File: config.mk
export PLATFORM = sky130hd
export DESIGN_NAME = rdt_relay_timer
export DESIGN_NICKNAME = d
export VERILOG_FILES = /design/src/hdl/rdt_pkg.sv /design/src/hdl/rdt_debounce.sv /design/src/hdl/rdt_relay_timer.sv
export SDC_FILE = /design/constraint.sdc
export NUM_CORES = 1
export LEC_CHECK = 0
export ABC_AREA = 1
export BUFFER_PORTS_ARGS = -buffer_cell sky130_fd_sc_hd__buf_2
export CORE_MARGIN = 4
export CORE_UTILIZATION = 59
export CTS_CLUSTER_SIZE = 12
export DETAILED_ROUTE_END_ITERATION = 8
export PLACE_DENSITY_LB_ADDON = 0.25
export SYNTH_ARGS = -nofsm -noshare
export SYNTH_HDL_FRONTEND = slang
export SYNTH_SLANG_ARGS = --single-unit
File: constraint.sdc
create_clock -name i_clock -period 1.7 [get_ports i_clock]
set_input_delay 0.425 -clock i_clock [delete_from_list [all_inputs] [get_ports i_clock]]
set_output_delay 0.425 -clock i_clock [all_outputs]
set_load 0.01 [all_outputs]
File: src/hdl/rdt_pkg.sv
package rdt_pkg;

  // Debounce interval in oscillator periods
  localparam int RDT_DEBOUNCE_TICKS = 6;
  // Automatic switch-off delay in oscillator periods
  localparam int RDT_DELAY_TICKS    = 73728;
  // Number of push-button inputs sharing the debounce stage
  localparam int RDT_BUTTON_COUNT   = 3;

  // Push-button inputs travel together
  typedef struct packed {
    logic switch_on;   // Switch-on button
    logic switch_off;  // Switch-off button
    logic toggle;      // Toggle button
  } rdt_buttons_t;

  // Relay time function state
  typedef enum logic [0:0] {
    RDT_IDLE   = 1'h0,
    RDT_ACTIVE = 1'h1
  } rdt_state_t;

endpackage

File: src/hdl/rdt_debounce.sv
`timescale 1ns/100ps
module rdt_debounce
  import rdt_pkg::*;
#(
  parameter int WIDTH = RDT_BUTTON_COUNT,
  parameter int TICKS = RDT_DEBOUNCE_TICKS
)
(
  // Clock and reset
  input  wire logic             i_clock,
  input  wire logic             i_sys_rst,
  // Oscillator period pulse and raw inputs
  input  wire logic             i_tick,
  input  wire logic [WIDTH-1:0] i_raw,
  // Filtered inputs
  output logic      [WIDTH-1:0] o_stable_q
);

  localparam int CW = $clog2(TICKS + 1);
  localparam logic [CW-1:0] LAST_TICK = CW'(TICKS - 1);
  localparam logic [CW-1:0] CNT_ZERO  = '0;

  logic [WIDTH-1:0] sample_q;  // Last raw value seen
  logic [CW-1:0]    cnt_q;     // Stable periods so far
  logic [CW-1:0]    cnt_d;
  logic             moved;     // Raw value differs from sample
  logic             accept;    // Sample held long enough

  // Any change on either edge restarts the interval
  assign moved  = (i_raw != sample_q);
  assign accept = !moved && i_tick && (cnt_q == LAST_TICK);
  assign cnt_d  = moved ? CNT_ZERO : ((i_tick && cnt_q != CW'(TICKS)) ? cnt_q + CW'(1) : cnt_q);

  // Shared counter for all inputs together
  always_ff @(posedge i_clock)
  begin
    if (i_sys_rst)
    begin
      sample_q   <= '0;
      cnt_q      <= '0;
      o_stable_q <= '0;
    end
    else
    begin
      sample_q <= i_raw;
      cnt_q    <= cnt_d;
      if (accept)
        o_stable_q <= sample_q;
    end
  end
endmodule

File: src/hdl/rdt_relay_timer.sv
`timescale 1ns/100ps
// Summary of operation
// - Reset leaves relay output inactive
// - First toggle press activates after debounce
// - Each toggle press inverts relay output
// - Toggle mode output expires after delay
// - Switch-on press activates after debounce
// - Switch-off press deactivates relay output
// - On/off mode output expires after delay
// - Debounce filters both edges of inputs
// - One shared debounce, one scheme used
// - Held switch-on still expires, no retrigger
// - Debounce six periods, delay 73728 periods
module rdt_relay_timer
  import rdt_pkg::*;
#(
  parameter int DEBOUNCE_TICKS = RDT_DEBOUNCE_TICKS,
  parameter int DELAY_TICKS    = RDT_DELAY_TICKS
)
(
  // Clock and reset
  input  wire logic   i_clock,
  input  wire logic   i_sys_rst,
  // Oscillator timebase and scheme select
  input  wire logic   i_rc_timebase_input,
  input  wire logic   i_toggle_mode,
  // Push buttons
  input  rdt_buttons_t i_buttons,
  // Relay drive
  output logic        o_relay_active
);

  localparam int DW = $clog2(DELAY_TICKS + 1);
  localparam logic [DW-1:0] DELAY_LAST = DW'(DELAY_TICKS - 1);
  localparam logic [DW-1:0] DELAY_ZERO = '0;
  localparam logic [DW-1:0] DELAY_FULL = DW'(DELAY_TICKS);

  logic            osc_q;       // Previous timebase level
  logic            tick;        // One pulse per oscillator period
  rdt_buttons_t    level;       // Debounced button levels
  rdt_buttons_t    level_q;     // Levels one clock earlier
  rdt_buttons_t    press;       // Debounced closing edges
  rdt_state_t      state_q;     // Time function state
  rdt_state_t      state_d;
  logic [DW-1:0]   cnt_q;       // Elapsed oscillator periods
  logic [DW-1:0]   cnt_d;
  logic            toggle_ev;   // Toggle press in toggle scheme
  logic            on_ev;       // Switch-on press in on/off scheme
  logic            off_ev;      // Switch-off held in on/off scheme
  logic            expire;      // Delay interval complete
  // Check-only helper state
  logic [DW-1:0]   chk_ticks_q; // Periods seen with relay on
  logic [DW-1:0]   chk_ticks_d;

  // Rising edge of the timebase marks one period
  assign tick = i_rc_timebase_input && !osc_q;

  // All three buttons share one filter
  rdt_debounce #(
    .WIDTH (RDT_BUTTON_COUNT),
    .TICKS (DEBOUNCE_TICKS)
  ) u_debounce (
    .i_clock    (i_clock),
    .i_sys_rst  (i_sys_rst),
    .i_tick     (tick),
    .i_raw      (i_buttons),
    .o_stable_q (level)
  );

  // Event decode, only the selected scheme is heard
  assign press     = level & ~level_q;
  assign toggle_ev = i_toggle_mode && press.toggle;
  assign on_ev     = !i_toggle_mode && press.switch_on && !level.switch_off;
  assign off_ev    = !i_toggle_mode && level.switch_off;
  assign expire    = (state_q == RDT_ACTIVE) && tick && (cnt_q == DELAY_LAST);

  // Next state of the time function
  always_comb
  begin
    state_d = state_q;
    unique case (state_q)
      RDT_IDLE:
      begin
        // Start on a fresh press only; held levels do nothing
        if (toggle_ev || on_ev)
          state_d = RDT_ACTIVE;
      end
      RDT_ACTIVE:
      begin
        // Any stop cause ends the function
        if (toggle_ev || off_ev || expire)
          state_d = RDT_IDLE;
      end
    endcase
  end

  // Counter cleared at start and at stop
  assign cnt_d = (state_q == RDT_IDLE || state_d == RDT_IDLE) ? DELAY_ZERO
               : (tick ? cnt_q + DW'(1) : cnt_q);

  // State, counter and output registers
  always_ff @(posedge i_clock)
  begin
    if (i_sys_rst)
    begin
      osc_q          <= 1'h0;
      level_q        <= '0;
      state_q        <= RDT_IDLE;
      cnt_q          <= '0;
      o_relay_active <= 1'h0;
    end
    else
    begin
      osc_q          <= i_rc_timebase_input;
      level_q        <= level;
      state_q        <= state_d;
      cnt_q          <= cnt_d;
      o_relay_active <= (state_d == RDT_ACTIVE);
    end
  end

  // Check-only tally of periods while the relay is driven
  // Kept apart from the delay counter so a fault there shows
  assign chk_ticks_d = !o_relay_active ? DELAY_ZERO
                     : (tick ? chk_ticks_q + DW'(1) : chk_ticks_q);

  // Tally register, read by the checks below only
  always_ff @(posedge i_clock)
  begin
    if (i_sys_rst)
      chk_ticks_q <= '0;
    else
      chk_ticks_q <= chk_ticks_d;
  end
endmodule

# Yosys cells after proc, flatten, opt, wreduce, memory -nomap -nowiden
# Index checks and enable logic that the tools add are counted.
[totals] regBits=31 input_bits=7 out_inout_bits=1 elab_cells=42
[classes] addsub=2 eq_ne=4 mux=3 n_bitwise=4 reduce_logical=20
[ops] op="$add A17 B1 Y17 const B" n=1
[ops] op="$eq A17 B17 Y1 const B" n=1
[ops] op="$logic_and A1 B1 Y1" n=10
[ops] op="$logic_not A1 Y1" n=4
[ops] op="$logic_or A1 B1 Y1" n=4
[ops] op="$reduce_or A2 Y1" n=2
[ops] op="$add A3 B1 Y3 const B" n=1
[ops] op="$and A3 B3 Y3" n=1
[ops] op="$eq A3 B3 Y1 const B" n=1
[ops] op="$ne A3 B3 Y1" n=1
[ops] op="$ne A3 B3 Y1 const B" n=1
[ops] op="$not A3 Y3" n=1
[ops] op="$mux W1" n=2
[ops] op="$not A1 Y1" n=2
[ops] op="$pmux W1 S2" n=1

# Logic depth before layout (Yosys ltp)
[depth] word_depth=10 ltp_mapped=9

# Hierarchy
# A second synthesis with hierarchy kept.
[hier_totals] hier_cells=219 area_unflattened_um2=1549.0
[by_module_without_submodules] module="rdt_relay_timer" instances=1 cells_per_inst=145 area_per_inst_um2=1046.0
[by_module_without_submodules] module="rdt_debounce" instances=1 cells_per_inst=74 area_per_inst_um2=503.0

# Least setup slack after synthesis
# No wires, ideal clock.
[synth_path] path_kind="flip-flop to flip-flop" from="reg cnt_q[0]" to="reg cnt_q[11]" setup_time_ns=0.115 t_arrival_ns=1.264 t_required_ns=1.585 setup_slack_ns=0.321 stages_incl_launch_ff=10 n_path_buf=1 cell_sequence="dfxtp_1 > ha_1 > nand3_1 > inv_1 > nand3_2 > nor2_2 > nand2_1 > nand2_2 > buf_12 > nor2_2"
[synth_between] elab_chain_len=8
[synth_lines] item="start, declared" line="rdt_relay_timer.sv:45" rtl="logic [DW-1:0] cnt_q;"
[synth_lines] item="start signal, assigned" line="rdt_relay_timer.sv:117" rtl="cnt_q <= cnt_d;"
[synth_lines] item="$eq A17 B17 Y1" line="rdt_relay_timer.sv:75" rtl="assign expire = (state_q == RDT_ACTIVE) && tick && (cnt_q == DELAY_LAST);"
[synth_lines] item="$logic_and A1 B1 Y1" line="rdt_relay_timer.sv:75"
[synth_lines] item="$logic_or A1 B1 Y1" line="rdt_relay_timer.sv:91" rtl="if (toggle_ev || off_ev || expire)"
[synth_lines] item="$mux W1" line="rdt_relay_timer.sv:91"
[synth_lines] item="$pmux W1 S2" line="rdt_relay_timer.sv:81" rtl="unique case (state_q)"
[synth_lines] item="$not A1 Y1" line="rdt_relay_timer.sv:98" rtl="assign cnt_d = (state_q == RDT_IDLE || state_d == RDT_IDLE) ? DELAY_ZERO"
[synth_lines] item="$logic_or A1 B1 Y1" line="rdt_relay_timer.sv:98"
[synth_lines] item="$reduce_or A2 Y1 (no source line)"
# Several ways; a longest one is shown, not always the timed one.
# A chain may end at the register's enable or synchronous reset.

# Final worst setup path
[layout_path] from="reg cnt_q[0]" to="reg cnt_q[7]"
# The elaborated chain is that of the path after synthesis.

==> results_dict.tcl <==
set metrics [dict create \
    routed_via_count 1214 \
    die_width_um 57.73 \
    hp-class "input pin to register" \
    finish.net_count 224 \
    power_density_nw_per_um2 744.8 \
    area_used_by_multi_input_combinational_logic_um2 733.2 \
    leakage_power_summed_over_all_cells_nw 0.6375 \
    final_cell_mix "sky130_fd_sc_hd__nand2_1 (37), sky130_fd_sc_hd__nor2_1 (31), sky130_fd_sc_hd__dfxtp_1 (30), sky130_fd_sc_hd__inv_1 (27), sky130_fd_sc_hd__nand3_1 (15)" \
    routedWlPerCell_um 10.79 \
    placement.io_buffers 7 \
    timing.critical_path.fanout_max 9 \
    timing.reg2reg.setup_slack_ns 0.15 \
    dpl.hpwl_um 1987 \
    drt-total-wl_um 2612 \
    r2r_cells 9 \
    rsz_0062_raised_after_global_routing "false" \
    setup_tns_ns 0 \
    sequential_area_um2 600.6 \
    clockBufferDepth 2 \
    top_level_ports 8 \
    clockRootBuffer "sky130_fd_sc_hd__clkbuf_4" \
    r2r_end "cnt_q[7]$_SDFFE_PP0N_" \
    max_slew.worst_pin.slew_ns 0.3702 \
    fraction_of_final_layout_cells_with_drive_strength_greater_than_1 0.1589 \
    yosysSeqAreaShare 0.4117 \
    critPathLaunchType "register" \
    achievable-frequency_ghz 0.6472 \
    initial_utilization 0.6410 \
    worstPathCellList "ha_1, nand3_1, inv_1, nand3_2, nor2_2, nand2_1, nand2_2, buf_4, nor2_1" \
    post-route-util 0.7015 \
    critical-path-slowest-cell "sky130_fd_sc_hd__dfxtp_1" \
    yosys_warnings 0 \
    layout_commonest_cell "sky130_fd_sc_hd__nand2_1" \
    detail_route.drc_violations 0 \
    status "completed" \
    hold-path-cell-count 3 \
    max-vdd-ir-drop_v 0.0005979 \
    drt_first_iter_violations 29 \
    cts_resized 0 \
    period_minus_slack_ns 1.545 \
    slew_headroom 0.7523 \
    cts.clk_slew.worst_paths_ns 0.09 \
    antenna_cells_inserted 0 \
    floorplan.die.height_um 57.73 \
    worstSetupEndpointType "register" \
    crit_path_max_incr_delay_ns 0.38 \
    final_min_period_over_clock_period 0.9090 \
    crit_type "register to register" \
    grt_max_degree 10 \
    worst_ep_required_ns 1.91 \
    clk_latency_ns 0.33 \
    fp.dieArea_um2 3332 \
    globalRouteTotalUtil 0.1690 \
    vias_in_the_first_global_route 1159 \
    min_to "u_debounce.sample_q[1]$_SDFF_PP0_" \
    viasPerCell 5.017 \
    final_area_um2 1597 \
    firstDrtPassIters 4 \
    cts_setup_buffers 0 \
    hold_buf_cts 0 \
    netlist_instances 198 \
    number_of_clock_buffers_inserted_by_tritoncts 5 \
    netlist_area_um2 1459 \
    hold_path_startpoint "i_buttons[1]" \
    hold_slack_ns 0.3182 \
    ys_types 22 \
    htreeDepth 2 \
    area_post_placement_um2 1536 \
    post_synthesis_average_cell_area_um2 7.368 \
    reg2reg_from "cnt_q[0]$_SDFFE_PP0N_" \
    timing.critical_path.arrival_ns 1.76 \
    antenna_violations_before_repair 0 \
    number_of_placement_rows 17 \
    report.power.total_w 0.001189 \
    cts_tree "yes" \
    synth.net_count 209 \
    ant_nets 0 \
    gp_congestion 0.8493 \
    finalHoldViolCount 0 \
    setup_viol 0 \
    post_route_clock_skew_ns 0.01262 \
    grt_overflow 0 \
    first_pass_grt_wire_length_um 4416 \
    slew_violations 0 \
    synth_seq_cells 30 \
    cts.sink_count 30 \
    n_fill_cell 178 \
    core_um2 2276 \
    synthToLayoutAreaGrowth_pct 9.434 \
    max_cap_violations 0 \
]
## kinds of logic after synthesis
logic type / count (synthesis) / synth area share
AOI/OAI and AO/OA: 13 / 0.04631
xor gates and xnor gates: 14 / 0.08405
adders and majority gates: 4 / 0.03431
buffers and inverters: 29 / 0.08576
DFF: 30 / 0.4117
and+or+nand+nor: 108 / 0.3379
## layer usage
layer	GRT usage	part of all wire	up-vias	wire, µm
met3	0.04677	0.043	6	112
met2	0.3065	0.50	22	1310
met5	0	0	-	0
met1	0.1790	0.44	546	1159
met4	0.07947	0.011	0	30
li1	-	-	640	-
## metrics by stage
step                      setup WS, ns  std cells
final                           0.1548        242
after CTS                       0.1474        242
after detailed placement        0.1704        234
after global placement          0.2231        234
after floorplan                 0.3211        198
after global routing           0.01620        242
## critical path: cells and delay by family, from the launching register on
| kind | cells | cell delay [ns] |
|---|---|---|
| AND/OR/NAND/NOR | 6 | 0.57 |
| flip-flops | 1 | 0.38 |
| adder cells (fa/ha/maj) | 1 | 0.20 |
| buffers and inverters | 2 | 0.29 |
## layout make-up
| type | count | area share |
|---|---|---|
| Inverter | 28 | 0.06583 |
| Sequential cell | 30 | 0.3762 |
| Clock inverter | 1 | 0.003135 |
| Multi-Input combinational cell | 139 | 0.4592 |
| Timing Repair Buffer | 9 | 0.03918 |
| Tap cell | 28 | 0.02194 |
| Clock buffer | 7 | 0.03448 |
## synthesized netlist by cell type, drive strengths merged
master  count  area [µm²]
a21oi       9       45.04
buf         1       20.02
dfxtp      30       600.6
ha          4       50.05
inv        28       105.1
nand2      40       157.7
nand3      16       85.08
nand4       4       25.02
nor2       43       196.4
nor3        2       10.01
nor4        1       6.260
o211ai      1       7.510
o21ai       3       15.01
or2         2       12.52
xnor2       3       26.28
xor2       11       96.34
## where the power goes
part	internal [W]	leakage [nW]	total (W)	switching, W
clock	0.000200	0.0353	0.000436	0.000236
sequential	0.000708	0.243	0.000711	0.00000336
combinational	0.0000150	0.360	0.0000418	0.0000268
total	0.000923	0.637	0.00119	0.000266
## worst max-delay path by stage
stage	slack [ns]	from	end	depth (start not counted)
2_1_floorplan	0.32	cnt_q[0]$_SDFFE_PP0N_	cnt_q[11]$_SDFFE_PP0N_	9
3_3_place_gp	0.22	i_rc_timebase_input	cnt_q[7]$_SDFFE_PP0N_	9
3_5_place_dp	0.17	cnt_q[0]$_SDFFE_PP0N_	cnt_q[1]$_SDFFE_PP0N_	9
4_1_cts	0.15	cnt_q[0]$_SDFFE_PP0N_	cnt_q[7]$_SDFFE_PP0N_	9
5_1_grt	0.02	cnt_q[0]$_SDFFE_PP0N_	cnt_q[7]$_SDFFE_PP0N_	9
6_report	0.15	cnt_q[0]$_SDFFE_PP0N_	cnt_q[7]$_SDFFE_PP0N_	9
## flip-flops by register name, indices dropped and copies added (netlist names)
signal                 cells
state_q                    1
u_debounce.sample_q        3
u_debounce.o_stable_q      3
level_q                    2
cnt_q                     17
u_debounce.cnt_q           3
osc_q                      1
No activity file was read; power rests on OpenSTA's default activity.
